### config.mk
export PLATFORM = sky130hd
export DESIGN_NAME = lbm_loopback_test_mux
export DESIGN_NICKNAME = d
export VERILOG_FILES = /design/src/hdl/lbm_pkg.sv /design/src/hdl/lbm_skid.sv /design/src/hdl/lbm_loopback_test_mux.sv
export SDC_FILE = /design/constraint.sdc
export NUM_CORES = 1
export LEC_CHECK = 0
export BUFFER_PORTS_ARGS = -buffer_cell sky130_fd_sc_hd__clkbuf_2
export CORE_MARGIN = 10
export CORE_UTILIZATION = 52
export CTS_CLUSTER_DIAMETER = 80
export DETAILED_ROUTE_END_ITERATION = 6
export GPL_TIMING_DRIVEN = 0
export PLACE_DENSITY = 0.79
export SETUP_SLACK_MARGIN = 0.2
export SYNTH_ARGS = -nofsm -noshare
export SYNTH_HDL_FRONTEND = slang
export SYNTH_SLANG_ARGS = --single-unit
### constraint.sdc
create_clock -name CLK -period 2.5 [get_ports CLK]
set_input_delay 0.5 -clock CLK [delete_from_list [all_inputs] [get_ports CLK]]
set_output_delay 0.5 -clock CLK [all_outputs]
set_load 0.005 [all_outputs]
### src/hdl/lbm_pkg.sv
// Package for the loopback test multiplexer.
// Assumes one 100 MHz clock and an active-low asynchronous reset.
package lbm_pkg;
  // Test mode control register
  localparam logic [7:0] LBM_TEST_MODE_CONTROL_ADDR = 8'h0d;
  localparam logic [7:0] LBM_TEST_MODE_CONTROL_RESET = 8'h00;
  // Field positions in the test mode control register
  localparam int LBM_BIT_ANALOG_LOOP = 7;
  localparam int LBM_BIT_DIGITAL_LOOP = 6;
  localparam int LBM_BIT_RX_TRISTATE = 5;
  // Widths of the data paths
  localparam int LBM_ADC_W = 12;
  localparam int LBM_PORT_W = 6;
  localparam logic [LBM_PORT_W-1:0] LBM_PORT_ZERO = 6'h00;
  localparam logic [LBM_ADC_W-1:0] LBM_ADC_ZERO = 12'h000;
  // Interface mode strap values
  localparam logic LBM_MODE_HALF = 1'b0;
  localparam logic LBM_MODE_FULL = 1'b1;
endpackage : lbm_pkg

### src/hdl/lbm_skid.sv
// Two-entry buffer with valid and ready on both sides.
// Assumes source and sink share the clock; output data is registered.
`timescale 1ns/1ps
module lbm_skid
  import lbm_pkg::*;
#(
  parameter int W = 12 // Word width
)
(
  input wire logic clk, // Clock
  input wire logic rst_b, // Async reset, active low
  input wire logic in_valid, // Source offers a word
  output logic in_ready, // Buffer can take a word
  input wire logic [W-1:0] in_data, // Source word
  output logic out_valid, // Head word present
  input wire logic out_ready, // Sink takes head word
  output logic [W-1:0] out_data // Head word
);
  logic [W-1:0] mem [0:1]; // Storage for the two entries
  logic [W-1:0] next_mem0; // Next entry 0
  logic [W-1:0] next_mem1; // Next entry 1
  logic [1:0] count; // Entries held
  logic [1:0] next_count; // Next entry count
  logic push; // Word accepted
  logic pop; // Word delivered

  // Entry 0 is always the head, so the output is a plain register read
  always_comb
  begin
    push = in_valid && (count != 2'h2);
    pop = out_valid && out_ready;
    next_mem0 = mem[0];
    next_mem1 = mem[1];
    next_count = count;
    if (pop)
    begin
      // Shift forward; a push here only happens with one entry held, so the new word becomes the head
      next_mem0 = mem[1];
      if (push && count == 2'h1)
        next_mem0 = in_data;
      else if (push)
        next_mem1 = in_data;
    end
    else if (push)
    begin
      // Fill the first free slot
      if (count == 2'h0)
        next_mem0 = in_data;
      else
        next_mem1 = in_data;
    end
    next_count = 2'(count + {1'b0, push} - {1'b0, pop});
  end

  // State registers only
  always_ff @(posedge clk or negedge rst_b)
  begin
    if (!rst_b)
    begin
      mem[0] <= '0;
      mem[1] <= '0;
      count <= 2'h0;
    end
    else
    begin
      mem[0] <= next_mem0;
      mem[1] <= next_mem1;
      count <= next_count;
    end
  end

  assign in_ready = (count != 2'h2);
  assign out_valid = (count != 2'h0);
  assign out_data = mem[0];
endmodule : lbm_skid

### src/hdl/lbm_loopback_test_mux.sv
// Test-mode routing between receive converter, transmit path and ports.
// Assumes a register write port from the serial port logic, one clock.
// Function
// - Analog loopback sends ADC samples to transmit
// - Analog loopback works in either interface mode
// - Digital loopback returns transmit word to receive, in full duplex mode only
// - Tristate bit floats the receive data port
`timescale 1ns/1ps
module lbm_loopback_test_mux
  import lbm_pkg::*;
(
  input wire logic CLK, // 100 MHz clock
  input wire logic RST_B, // Async reset, active low
  input wire logic REG_WE, // Register write strobe
  input wire logic [7:0] REG_ADDR, // Register address
  input wire logic [7:0] REG_WDATA, // Register write data
  output logic [7:0] REG_RDATA, // Register read data
  input wire logic MODE_PIN, // Interface mode strap, high = full duplex
  input wire logic [LBM_ADC_W-1:0] ADC_DATA, // Receive converter samples
  input wire logic ADC_VALID, // Sample valid
  output logic ADC_READY, // Receive path can take a sample
  input wire logic [LBM_ADC_W-1:0] TXP_DATA, // Host transmit word
  input wire logic TXP_VALID, // Host transmit valid
  output logic [LBM_ADC_W-1:0] INTERP_DATA, // Into interpolation filters
  output logic INTERP_VALID, // Interpolator word valid
  input wire logic INTERP_READY, // Interpolator takes word
  input wire logic [LBM_PORT_W-1:0] TX_PORT, // Transmit data pins
  output logic [LBM_PORT_W-1:0] RX_PORT_O, // Receive data pins out
  output logic [LBM_PORT_W-1:0] RX_PORT_OE, // Receive pin drive enables
  input wire logic [LBM_PORT_W-1:0] RXP_DATA, // Normal receive port word
  output logic ANALOG_LOOP_ACTIVE // Analog loopback in force
);
  logic [7:0] test_ctrl; // Test mode control register
  logic [7:0] next_test_ctrl; // Next control value
  logic [7:0] rdata; // Read data register
  logic [7:0] next_rdata; // Next read data
  logic analog_loop; // Analog loopback bit
  logic digital_loop; // Digital loopback bit
  logic rx_tristate; // Receive port float bit
  logic full_duplex; // Filtered mode strap
  logic [2:0] mode_sync; // Strap synchroniser stages
  logic [2:0] next_mode_sync; // Next synchroniser stages
  logic next_full_duplex; // Next filtered strap
  logic [LBM_PORT_W-1:0] tx_s1; // Port sync stage 1
  logic [LBM_PORT_W-1:0] tx_s2; // Port sync stage 2
  logic [LBM_PORT_W-1:0] tx_s3; // Port sync stage 3
  logic [LBM_PORT_W-1:0] tx_port; // Agreed transmit port word
  logic [LBM_PORT_W-1:0] next_tx_port; // Next agreed word
  logic [LBM_PORT_W-1:0] rx_o; // Receive pin out register
  logic [LBM_PORT_W-1:0] next_rx_o; // Next receive pin value
  logic [LBM_PORT_W-1:0] rx_oe; // Receive enable register
  logic [LBM_PORT_W-1:0] next_rx_oe; // Next enables
  logic [LBM_ADC_W-1:0] buf_in_data; // Word offered to the buffer
  logic buf_in_valid; // Offer valid
  logic buf_in_ready; // Buffer has room
  logic [LBM_ADC_W-1:0] buf_out_data; // Buffer head word
  logic buf_out_valid; // Buffer head valid
  logic [LBM_ADC_W-1:0] interp_data; // Interpolator data register
  logic [LBM_ADC_W-1:0] next_interp_data; // Next interpolator data
  logic interp_valid; // Interpolator valid register
  logic next_interp_valid; // Next interpolator valid
  logic take; // Output stage loads a word
  logic buf_push; // Word enters the buffer on this edge
  logic room_after; // Buffer still has room after this edge
  logic adc_ready; // Sample acceptance register
  logic next_adc_ready; // Next acceptance
  logic loop_active; // Loopback status register
  logic next_loop_active; // Next loopback status

  assign analog_loop = test_ctrl[LBM_BIT_ANALOG_LOOP];
  assign digital_loop = test_ctrl[LBM_BIT_DIGITAL_LOOP];
  assign rx_tristate = test_ctrl[LBM_BIT_RX_TRISTATE];

  // Register write and read-back; unlisted addresses read as zero
  always_comb
  begin
    next_test_ctrl = test_ctrl;
    next_rdata = 8'h00;
    if (REG_WE && REG_ADDR == LBM_TEST_MODE_CONTROL_ADDR)
      next_test_ctrl = REG_WDATA;
    if (REG_ADDR == LBM_TEST_MODE_CONTROL_ADDR)
      next_rdata = test_ctrl;
  end

  always_ff @(posedge CLK or negedge RST_B)
  begin
    if (!RST_B)
    begin
      test_ctrl <= LBM_TEST_MODE_CONTROL_RESET;
      rdata <= 8'h00;
    end
    else
    begin
      test_ctrl <= next_test_ctrl;
      rdata <= next_rdata;
    end
  end

  // Strap and transmit pins come from outside: three stages, last two agree
  always_comb
  begin
    next_mode_sync = {mode_sync[1:0], MODE_PIN};
    next_full_duplex = full_duplex;
    if (mode_sync[1] == mode_sync[2])
      next_full_duplex = mode_sync[2];
    next_tx_port = tx_port;
    if (tx_s2 == tx_s3)
      next_tx_port = tx_s3;
  end

  always_ff @(posedge CLK or negedge RST_B)
  begin
    if (!RST_B)
    begin
      mode_sync <= 3'h0;
      full_duplex <= LBM_MODE_HALF;
      tx_s1 <= LBM_PORT_ZERO;
      tx_s2 <= LBM_PORT_ZERO;
      tx_s3 <= LBM_PORT_ZERO;
      tx_port <= LBM_PORT_ZERO;
    end
    else
    begin
      mode_sync <= next_mode_sync;
      full_duplex <= next_full_duplex;
      tx_s1 <= TX_PORT;
      tx_s2 <= tx_s1;
      tx_s3 <= tx_s2;
      tx_port <= next_tx_port;
    end
  end

  // Receive port routing; tristate has priority over any loopback data
  always_comb
  begin
    next_rx_o = RXP_DATA;
    next_rx_oe = {LBM_PORT_W{1'b1}};
    if (digital_loop && full_duplex == LBM_MODE_FULL)
      next_rx_o = tx_port;
    if (rx_tristate)
    begin
      next_rx_oe = LBM_PORT_ZERO;
      next_rx_o = LBM_PORT_ZERO;
    end
  end

  always_ff @(posedge CLK or negedge RST_B)
  begin
    if (!RST_B)
    begin
      rx_o <= LBM_PORT_ZERO;
      rx_oe <= LBM_PORT_ZERO;
    end
    else
    begin
      rx_o <= next_rx_o;
      rx_oe <= next_rx_oe;
    end
  end

  // Transmit source select ahead of the interpolation filters
  always_comb
  begin
    buf_in_data = TXP_DATA;
    buf_in_valid = TXP_VALID;
    if (analog_loop)
    begin
      buf_in_data = ADC_DATA;
      buf_in_valid = ADC_VALID;
    end
  end

  // Two-entry buffer so an interpolator stall drops no ADC sample in analog loopback; host words offered while it is full are lost
  lbm_skid #(.W(LBM_ADC_W)) u_skid (
    .clk(CLK),
    .rst_b(RST_B),
    .in_valid(buf_in_valid),
    .in_ready(buf_in_ready),
    .in_data(buf_in_data),
    .out_valid(buf_out_valid),
    .out_ready(take),
    .out_data(buf_out_data)
  );

  // Registered output stage; loads when empty or being drained
  always_comb
  begin
    take = buf_out_valid && (!interp_valid || INTERP_READY);
    next_interp_data = interp_data;
    next_interp_valid = interp_valid;
    if (interp_valid && INTERP_READY)
      next_interp_valid = 1'b0;
    if (take)
    begin
      next_interp_data = buf_out_data;
      next_interp_valid = 1'b1;
    end
    // Registered ready must match the room the buffer has next cycle,
    // otherwise a sample offered against a stale high ready is dropped
    buf_push = buf_in_valid && buf_in_ready;
    // Full afterwards: full and not drained, or one held plus one more
    room_after = !((!buf_in_ready && !take) ||
      (buf_out_valid && buf_push && !take));
    // ADC ready reflects buffer room only while the ADC feeds transmit
    next_adc_ready = next_test_ctrl[LBM_BIT_ANALOG_LOOP] ? room_after : 1'b1;
    next_loop_active = analog_loop;
  end

  always_ff @(posedge CLK or negedge RST_B)
  begin
    if (!RST_B)
    begin
      interp_data <= LBM_ADC_ZERO;
      interp_valid <= 1'b0;
      adc_ready <= 1'b0;
      loop_active <= 1'b0;
    end
    else
    begin
      interp_data <= next_interp_data;
      interp_valid <= next_interp_valid;
      adc_ready <= next_adc_ready;
      loop_active <= next_loop_active;
    end
  end

  assign REG_RDATA = rdata;
  assign RX_PORT_O = rx_o;
  assign RX_PORT_OE = rx_oe;
  assign INTERP_DATA = interp_data;
  assign INTERP_VALID = interp_valid;
  assign ADC_READY = adc_ready;
  assign ANALOG_LOOP_ACTIVE = loop_active;
endmodule : lbm_loopback_test_mux

==> flow_metrics.py, run 1 <==
metrics = {
    "grt": {
        "grt_max_degree": 51,
        "grtUsageMet3": 0.0372,
        "grt_antenna_before_repair": 0,
        "grt_usage": 0.145,
        "grt_pass1_wl_microns": 12900,
        "top_usage_layer": "met2",
        "first_global_vias": 2584,
        "grtUsageMet1": 0.189,
        "grt.overflow.total": 0,
        "grtUsageMet2": 0.226,
    },
    "logic_synthesis": {
        "synth_common_cells": "dfrtp_1 (92), mux2_2 (26), o21ai_0 (26), nand2_1 (24), mux2i_1 (13)",
        "ys.flop_type": "dfrtp_1",
        "synth_fa_ha_area_frac": 0.00620,
        "syn-num-nets": 334,
        "synth_area_leaders": "dfrtp_1 (63%), mux2_2 (8.1%), mux2i_1 (3.6%), o21ai_0 (3.6%), a22o_1 (2.9%)",
        "synth_top_family_by_area": "multiplexers",
        "yosys.area_share.simple": 0.0682,
        "synthMuxAreaShare": 0.123,
        "ys_seq_area_frac": 0.634,
        "yosysMostFrequentCell": "dfrtp_1",
        "synth_edf_count": 0,
        "synth_compound_area_frac": 0.114,
        "syn_area_per_cell_sq_um": 13.3,
        "yosysTopAreaCellShare": 0.634,
        "yosys_warnings": 0,
        "syn_area_sq_um": 3630,
        "synthDistinctLibCells": 31,
        "synth_top_area_cell": "dfrtp_1",
        "synth_xor_area_frac": 0.0193,
        "synth.ff_latch_count": 92,
        "postSynthCellCount": 274,
        "synthArstFlopShare": 1.00,
    },
    "clock_tree": {
        "cts_root_buf": "clkbuf_8",
        "hold_buffers": 0,
        "path_clk_slew_ns": 0.10,
        "ctsHtreeMaxLevel": 3,
        "cts_tree": "yes",
        "insertion_delay_ns": 0.35,
        "clock_tree.buffer_depth": 2,
        "cts_sinks": 92,
        "cts_buffers": 9,
    },
    "routing": {
        "wl_per_cell_microns": 15.4,
        "drtIter0Drc": 88,
        "wl_microns": 7410,
        "antenna_left": 0,
        "drtPass1Iterations": 4,
        "avgViaCountPerCell": 5.06,
        "num_vias": 2428,
        "drc": 0,
    },
    "timing": {
        "hold_ws_ns": 0.164,
        "rsz0062_at_grt": "false",
        "slew_violations": 0,
        "period_needed_ns": 2.08,
        "finalSetupViolCount": 0,
        "finClkSkew_ns": 0.0132,
        "tns_ns": 0,
        "slew_headroom": 0.523,
        "fmax_mhz": 480,
        "max_slew.worst_pin.slew_ns": 0.716,
        "hold_viol": 0,
        "min_period_over_period": 0.834,
    },
    "finish": {
        "drive_above_1_share": 0.404,
        "design_area_sq_um": 4480,
        "stdcell_count": 480,
        "diodes": 0,
        "nets": 439,
        "syn2layout_area_growth_pct": 23.4,
    },
    "setup_path": {
        "critPathMaxStageDelay_ns": 0.40,
        "crit_type": "flop to flop",
        "cp_data_required_time_ns": 2.78,
        "crit_path_start_kind": "flop",
        "slowest_stage": "dfrtp_1",
        "ff2ff_path_depth": 7,
        "r2r_start": "INTERP_VALID$_DFFE_PN0P_",
        "worstPathCellList": "nor2b_1 -> clkbuf_1 -> nor2_2 -> clkbuf_4 -> ha_1 -> o31ai_1 -> xnor2_1",
        "endpoint_kind": "flop",
        "r2r_end": "u_skid.count[1]$_DFF_PN0_",
        "path_max_fanout": 10,
        "reg2reg_setup_slack_ns": 0.42,
        "cp_data_arrival_time_ns": 2.36,
    },
    "floorplan": {
        "die_w_microns": 104,
        "initial_core_util": 0.535,
        "num_io_pins": 94,
        "core_area_sq_um": 6790,
        "die_area_sq_um": 10700,
        "fp-row-count": 30,
        "die_y_microns": 104,
    },
    "placed_design": {
        "dp.cells": 464,
        "routabilityCongestion": 0.768,
        "io_buffers": 93,
        "hpwl_microns": 5560,
        "placement.cell_area_sq_um": 4250,
    },
    "flow_run": {
        "cap_violations": 0,
    },
    "hold_path": {
        "hp-class": "input port to asynchronous set/reset pin",
    },
    "power": {
        "finalPower_mw": 4.40,
        "p_leak_nw": 2.18,
        "power_density_nw_per_um2": 983,
        "peakVddDrop_uv": 540,
    },
    "run_status": {
        "outcome": "completed",
    },
}
[registers in the layout (all words and copies together), names as in the netlist, 8 cells and up]
name and cells:
INTERP_DATA 12, test_ctrl 8, REG_RDATA 8, u_skid.out_data 12, u_skid.mem 12
[where the power goes]
part	internal, mW	switching (mW)
combinational	0.620	0.591
clock	0.581	0.531
sequential	1.87	0.216
[per-layer routing]
layer | vias to the layer above | routed length, microns
met5 | - | 0
met4 | 0 | 120
met3 | 13 | 466
met2 | 97 | 3420
met1 | 1140 | 3400
li1 | 1178 | -
[layout make-up]
cell class	instances	area, sq um
Buffer	21	123
Clock buffer	9	124
Clock inverter	7	104
Inverter	3	11.3
Sequential cell	92	2300
Timing Repair Buffer	94	495
Fill cell	495	2310
Multi-Input combinational cell	158	1200
Tap cell	96	120
[cells in the final DEF (no fill, tap or decap), types with 2 or more instances in the layout]
cell,count
dfrtp_1,92
nand3_1,6
clkbuf_2,92
bufinv_16,2
buf_4,5
xor2_1,2
xnor2_1,6
clkbuf_4,2
inv_1,3
nand2_1,24
o31a_1,12
clkbuf_8,9
a22o_1,12
buf_6,2
inv_6,5
mux2i_1,13
mux2_2,26
buf_2,5
o21ai_0,26
and3_1,8
a21oi_1,8
clkbuf_1,8
[worst max-delay path by stage]
stage / start / endpoint / slack, ns / cells after the start
final: INTERP_VALID$_DFFE_PN0P_ / u_skid.count[1]$_DFF_PN0_ / 0.42 / 7
after global routing: INTERP_VALID$_DFFE_PN0P_ / u_skid.count[1]$_DFF_PN0_ / 0.28 / 7
after CTS: INTERP_VALID$_DFFE_PN0P_ / u_skid.count[1]$_DFF_PN0_ / 0.25 / 7
after detailed placement: INTERP_READY / u_skid.count[1]$_DFF_PN0_ / 0.14 / 8
after global placement: RST_B / REG_RDATA[0]$_DFF_PN0_ / -0.06 / 1
after floorplan: INTERP_READY / u_skid.count[1]$_DFF_PN0_ / 0.54 / 8
[cells by family after synthesis]
| kind of cell | after synthesis |
|---|---|
| adder cells (fa/ha/maj) | 2 |
| AO/OA/AOI/OAI | 61 |
| buffers and inverters | 24 |
| flip-flops | 92 |
| multiplexers | 40 |
| AND/OR/NAND/NOR | 47 |
| XOR/XNOR | 8 |
[metrics by stage]
stage,worst slack [ns],utilization
5_1_grt,0.279,0.659
6_report,0.416,0.659
3_3_place_gp,-0.0585,0.621
2_1_floorplan,0.542,-
4_1_cts,0.255,0.659
3_5_place_dp,0.142,0.625
[critical path, delay by kind of cell, from the launching register on]
family / cells / cell delay (ns)
buffers and inverters: 2 / 0.49
flip-flops: 1 / 0.40
AND/OR/NAND/NOR: 2 / 0.38
AO/OA/AOI/OAI: 1 / 0.30
adder cells (fa/ha/maj): 1 / 0.29
XOR/XNOR: 1 / 0.15
[timing repair]
action	CTS	global route
setup buffers	0	0
resized for setup	0	2
endpoints found under the setup margin	0	1
(Power assumes the default switching activity.)
==> inputs of run 2 (changes only) <==
--- a/config.mk
+++ b/config.mk
@@ -7,11 +7,11 @@
 export LEC_CHECK = 0
 export BUFFER_PORTS_ARGS = -buffer_cell sky130_fd_sc_hd__clkbuf_2
 export CORE_MARGIN = 10
-export CORE_UTILIZATION = 52
+export CORE_UTILIZATION = 47
 export CTS_CLUSTER_DIAMETER = 80
 export DETAILED_ROUTE_END_ITERATION = 6
 export GPL_TIMING_DRIVEN = 0
-export PLACE_DENSITY = 0.79
+export PLACE_DENSITY = 0.75
 export SETUP_SLACK_MARGIN = 0.2
 export SYNTH_ARGS = -nofsm -noshare
 export SYNTH_HDL_FRONTEND = slang
==> constraint.sdc (replaced) <==
create_clock -name CLK -period 1.7 [get_ports CLK]
set_input_delay 0.34 -clock CLK [delete_from_list [all_inputs] [get_ports CLK]]
set_output_delay 0.34 -clock CLK [all_outputs]
set_load 0.005 [all_outputs]
==> run 2 against run 1 <==
- clock skew is 0.0070 ns lower
- maximum frequency grew 29%
- worst hold slack worse by 0.079 ns
- total power is 62% higher
- count of clock-buffer cells in the layout rose by 1
- first-iteration DRC count grew 30%
- die area is 8.5% higher
- via count rose by 8.8%
==> flow_metrics.py, run 2 (synthesis results as in run 1) <==
metrics = {
    "run_status": {
        "outcome": "completed",
    },
    "timing": {
        "max_slew.worst_pin.slew_ns": 0.475,
        "slew_headroom": 0.683,
        "finClkSkew_ns": 0.00627,
        "finalSetupViolCount": 0,
        "min_period_over_period": 0.953,
        "tns_ns": 0,
        "period_needed_ns": 1.62,
        "rsz0062_at_grt": "true",
        "slew_violations": 0,
        "hold_viol": 0,
        "fmax_mhz": 617,
    },
    "setup_path": {
        "cp_data_required_time_ns": 1.99,
        "crit_path_start_kind": "flop",
        "slowest_stage": "dfrtp_1",
        "cp_data_arrival_time_ns": 1.91,
        "critPathMaxStageDelay_ns": 0.39,
        "reg2reg_setup_slack_ns": 0.08,
        "path_max_fanout": 10,
        "path_buf_inv": 3,
        "endpoint_kind": "flop",
        "crit_type": "flop to flop",
        "ff2ff_path_depth": 7,
        "r2r_end": "u_skid.out_data[8]$_DFFE_PN0P_",
        "worst_path_most_repeated_cell": "buf_4",
        "r2r_start": "INTERP_VALID$_DFFE_PN0P_",
        "worstPathCellList": "nor2b_4 -> buf_8 -> buf_4 -> mux2i_1 -> buf_4 -> o31a_1 -> a22o_1",
        "crit_family": "buffers and inverters",
    },
    "grt": {
        "grt_max_degree": 70,
        "grt_antenna_before_repair": 0,
        "grt.overflow.total": 0,
        "grt_usage": 0.141,
        "first_global_vias": 2772,
        "grt_pass1_wl_microns": 13200,
    },
    "floorplan": {
        "die_area_sq_um": 11600,
        "fp-row-count": 31,
        "num_io_pins": 94,
        "die_w_microns": 108,
        "die_y_microns": 108,
        "core_area_sq_um": 7370,
        "initial_core_util": 0.493,
    },
    "hold_path": {
        "hold_path.startpoint": "TX_PORT[3]",
        "hold_end": "tx_s1[3]$_DFF_PN0_",
        "hold_path_depth": 1,
        "hp-class": "input port to flop",
    },
    "finish": {
        "drive_above_1_share": 0.511,
        "final_common_cell": "clkbuf_2",
        "syn2layout_area_growth_pct": 34.6,
        "multi_input_area_sq_um": 1360,
        "final_cell_mix": "clkbuf_2 (92), dfrtp_1 (90), buf_4 (24)",
        "stdcell_count": 508,
        "diodes": 0,
        "fill_cells": 528,
        "seqCellArea_sq_um": 2300,
        "nets": 464,
        "design_area_sq_um": 4890,
    },
    "clock_tree": {
        "insertion_delay_ns": 0.35,
        "cts_tree": "yes",
        "cts_sinks": 92,
        "cts_root_buf": "clkbuf_8",
        "ctsHtreeMaxLevel": 3,
        "clock_tree.buffer_depth": 2,
        "path_clk_slew_ns": 0.09,
        "cts_buffers": 9,
    },
    "routing": {
        "avgViaCountPerCell": 5.20,
        "antenna_left": 0,
        "drc": 0,
        "wl_per_cell_microns": 16.5,
        "wl_microns": 8360,
        "drtIter0Drc": 114,
        "drtPass1Iterations": 4,
        "num_vias": 2641,
    },
    "power": {
        "power_frac_clock": 0.209,
        "p_switching_mw": 2.26,
        "p_leak_nw": 2.36,
        "seqPwrFrac": 0.431,
        "netSwitchingFraction": 0.315,
        "peakVddDrop_uv": 877,
        "p_int_mw": 4.90,
        "p_comb_frac": 0.360,
        "power_density_nw_per_um2": 1460,
    },
    "flow_run": {
        "cap_violations": 0,
    },
    "placed_design": {
        "io_buffers": 93,
        "routabilityCongestion": 0.856,
        "hpwl_microns": 5690,
        "dp.cells": 467,
        "placement.cell_area_sq_um": 4300,
    },
}
==> run 2: cell type report <==
type | count | area share
Timing Repair Buffer | 119 | 0.146
Inverter | 3 | 0.00230
Tap cell | 99 | 0.0253
Clock inverter | 6 | 0.0146
Multi-Input combinational cell | 158 | 0.277
Sequential cell | 92 | 0.471
Clock buffer | 10 | 0.0281
Buffer | 21 | 0.0345
==> run 2: layer usage <==
| metal | track usage | wire length (microns) |
|---|---|---|
| met4 | 0.0649 | 212 |
| met1 | 0.166 | 3350 |
| met3 | 0.0443 | 698 |
| met2 | 0.232 | 4100 |
| met5 | 0 | 0 |
==> run 2: timing repair <==
item	in CTS	in global routing
hold endpoints to repair	23	0
buffers inserted	13	8
endpoints found under the setup margin	42	41
cloned	3	0
gates resized for setup	37	35
hold buffers	1	0
pin swaps	8	25
==> run 2: worst max path at each step <==
stage | startpoint | to | slack, ns | cells after the start
finish | INTERP_VALID$_DFFE_PN0P_ | u_skid.out_data[8]$_DFFE_PN0P_ | 0.08 | 7
detailed placement | test_ctrl[7]$_DFF_PN0_ | u_skid.out_data[7]$_DFFE_PN0P_ | -0.18 | 5
floorplan | INTERP_VALID$_DFFE_PN0P_ | u_skid.count[1]$_DFF_PN0_ | 0.09 | 7
global placement | RST_B | test_ctrl[7]$_DFF_PN0_ | -0.70 | 1
global route | INTERP_VALID$_DFFE_PN0P_ | u_skid.count[1]$_DFF_PN0_ | 0.02 | 8
CTS | test_ctrl[7]$_DFF_PN0_ | u_skid.out_data[4]$_DFFE_PN0P_ | 0.12 | 6
==> run 2: stage by stage <==
step | utilization | hold WS, ns | total power, mW | setup WS (ns)
final | 0.663 | 0.0855 | 7.15 | 0.0799
after CTS | 0.644 | 0.0732 | 6.88 | 0.120
after global placement | 0.579 | 0.333 | 4.92 | -0.701
after floorplan | - | 0.0444 | 4.35 | 0.0853
after detailed placement | 0.583 | 0.297 | 5.01 | -0.181
after global routing | 0.663 | 0.0675 | 7.59 | 0.0243
==> run 2: power by group through the flow <==
stage / registers, mW / clock network, mW / logic (mW)
3_5_place_dp: 3.11 / 0 / 1.89
6_report: 3.08 / 1.49 / 2.57
4_1_cts: 3.07 / 1.53 / 2.27
2_1_floorplan: 3.05 / 0 / 1.31
3_3_place_gp: 3.09 / 0 / 1.83
5_1_grt: 3.15 / 1.64 / 2.80
==> inputs of run 3 (changes only) <==
--- a/config.mk
+++ b/config.mk
@@ -7,11 +7,12 @@
 export LEC_CHECK = 0
 export BUFFER_PORTS_ARGS = -buffer_cell sky130_fd_sc_hd__clkbuf_2
 export CORE_MARGIN = 10
-export CORE_UTILIZATION = 47
+export CORE_UTILIZATION = 49
+export CTS_BUF_LIST = sky130_fd_sc_hd__clkbuf_2 sky130_fd_sc_hd__clkbuf_4 sky130_fd_sc_hd__clkbuf_8
 export CTS_CLUSTER_DIAMETER = 80
 export DETAILED_ROUTE_END_ITERATION = 6
 export GPL_TIMING_DRIVEN = 0
-export PLACE_DENSITY = 0.75
+export PLACE_DENSITY = 0.78
 export SETUP_SLACK_MARGIN = 0.2
 export SYNTH_ARGS = -nofsm -noshare
 export SYNTH_HDL_FRONTEND = slang
==> run 3 against run 2 <==
- maximum frequency rose by 0.69%
- total power is 0.89% higher
- sequential power about the same
- cell area is essentially flat
- register-to-register slack is essentially flat
- flip-flop and latch count stayed put
- worst setup slack better by 0.011 ns
- core utilization is 1.4 points higher
- via count decreased by 2.3%
- final cell count down 0.20%
==> flow_metrics.py, run 3 (synthesis results as in run 1) <==
metrics = {
    "finish": {
        "drive_above_1_share": 0.466,
        "final_cell_mix": "clkbuf_2 (92), dfrtp_1 (90), nand2_1 (24)",
        "fill_cells": 516,
        "nets": 463,
        "postLayoutCoreUtil": 0.678,
        "final_common_cell": "clkbuf_2",
        "multi_input_area_sq_um": 1330,
        "seqCellArea_sq_um": 2300,
        "diodes": 0,
        "syn2layout_area_growth_pct": 34.7,
    },
    "flow_run": {
        "cap_violations": 0,
    },
    "grt": {
        "grt_max_degree": 70,
        "grt_pass1_wl_microns": 13000,
        "grt_antenna_before_repair": 0,
        "grt.overflow.total": 0,
        "grt_usage": 0.142,
        "first_global_vias": 2701,
    },
    "timing": {
        "slew_headroom": 0.709,
        "hold_ws_ns": 0.0950,
        "finClkSkew_ns": 0.00820,
        "rsz0062_at_grt": "true",
        "period_needed_ns": 1.61,
        "finalSetupViolCount": 0,
        "worst_slack_ns": 0.0910,
        "hold_viol": 0,
        "min_period_over_period": 0.946,
        "fmax_mhz": 622,
        "max_slew.worst_pin.slew_ns": 0.433,
        "slew_violations": 0,
    },
    "hold_path": {
        "hp-class": "input port to flop",
    },
    "routing": {
        "wl_per_cell_microns": 16.0,
        "top_layer_used": "met4",
        "num_vias": 2579,
        "wl_met2_microns": 3770,
        "drtPass1Iterations": 4,
        "wl_microns": 8120,
        "antenna_left": 0,
        "drtIter0Drc": 101,
        "wl_met1_microns": 3560,
        "wl_met3_microns": 607,
        "drc": 0,
        "avgViaCountPerCell": 5.09,
    },
    "floorplan": {
        "fp-row-count": 31,
        "num_io_pins": 94,
        "core_area_sq_um": 7210,
        "die_w_microns": 106,
        "die_y_microns": 106,
        "initial_core_util": 0.503,
        "die_area_sq_um": 11300,
    },
    "clock_tree": {
        "path_clk_slew_ns": 0.09,
        "cts_buffers": 9,
        "insertion_delay_ns": 0.35,
        "ctsHtreeMaxLevel": 3,
        "cts_sinks": 92,
        "cts_root_buf": "clkbuf_8",
        "cts_tree": "yes",
        "clock_tree.buffer_depth": 2,
    },
    "setup_path": {
        "cp_data_required_time_ns": 1.94,
        "crit_type": "flop to flop",
        "endpoint_kind": "flop",
        "cp_data_arrival_time_ns": 1.85,
        "reg2reg_setup_slack_ns": 0.09,
        "path_max_fanout": 10,
        "crit_path_start_kind": "flop",
    },
    "placed_design": {
        "routabilityCongestion": 0.802,
        "post-place-ws_ns": -0.125,
        "io_buffers": 93,
        "hpwl_microns": 5560,
    },
    "power": {
        "p_leak_nw": 2.39,
        "peakVddDrop_uv": 792,
        "power_density_nw_per_um2": 1480,
    },
    "run_status": {
        "outcome": "completed",
    },
}
==> run 3: final timing paths <==
kind                                             endpoint                    from  depth (start not counted)
max                        u_skid.out_data[0]$_DFFE_PN0P_  test_ctrl[7]$_DFF_PN0_                          6
max reg2reg                u_skid.out_data[0]$_DFFE_PN0P_  test_ctrl[7]$_DFF_PN0_                          6
min                                    tx_s1[0]$_DFF_PN0_              TX_PORT[0]                          1
min in group asynchronous      INTERP_DATA[6]$_DFFE_PN0P_                   RST_B                          2
max in group asynchronous  u_skid.out_data[1]$_DFFE_PN0P_                   RST_B                          3
min reg2reg                        mode_sync[1]$_DFF_PN0_  mode_sync[0]$_DFF_PN0_                          0
==> run 3: timing repair <==
item                                   in CTS  in global routing
endpoints found under the hold margin      23                  0
setup endpoints to repair                  42                 40
gates cloned                                4                  1
hold buffers                                1                  0
resized for setup                          40                 15
pin swaps                                   9                  8
setup buffers                              13                  5
==> run 3: report_power, final <==
group	internal, mW	leakage [nW]	switching, mW
clock	0.911	0.112	0.745
combinational	1.39	1.14	1.07
sequential	2.75	1.13	0.349
==> run 3: worst max-delay path, cell delays in order, from the launching register on <==
cell and delay (ns):
dfrtp_1 0.40, buf_6 0.13, mux2i_4 0.20, a21oi_4 0.24, buf_4 0.20, o21ai_0 0.12, a22o_1 0.21
==> run 3: stage by stage <==
step	TNS (ns)	area [sq um]	total power, mW	instances
floorplan	0	3680	4.35	274
global placement	-63.65	4270	4.90	466
detailed placement	-0.805	4300	4.99	467
CTS	0	4780	6.98	501
global route	-0.00530	4890	7.60	507
finish	0	4890	7.22	507
==> run 3: per-layer routing <==
metal,up-vias,track usage
li1,1224,-
met1,1232,0.177
met2,108,0.221
met3,15,0.0453
met4,0,0.0658
met5,-,0
==> run 3: final cells by class <==
type,count,area share
inverter,3,0.00230
timing repair buffer,118,0.147
clock buffer,11,0.0310
clock inverter,5,0.0171
sequential,92,0.471
buffer,21,0.0340
tap,99,0.0253
multi-input combinational,158,0.272
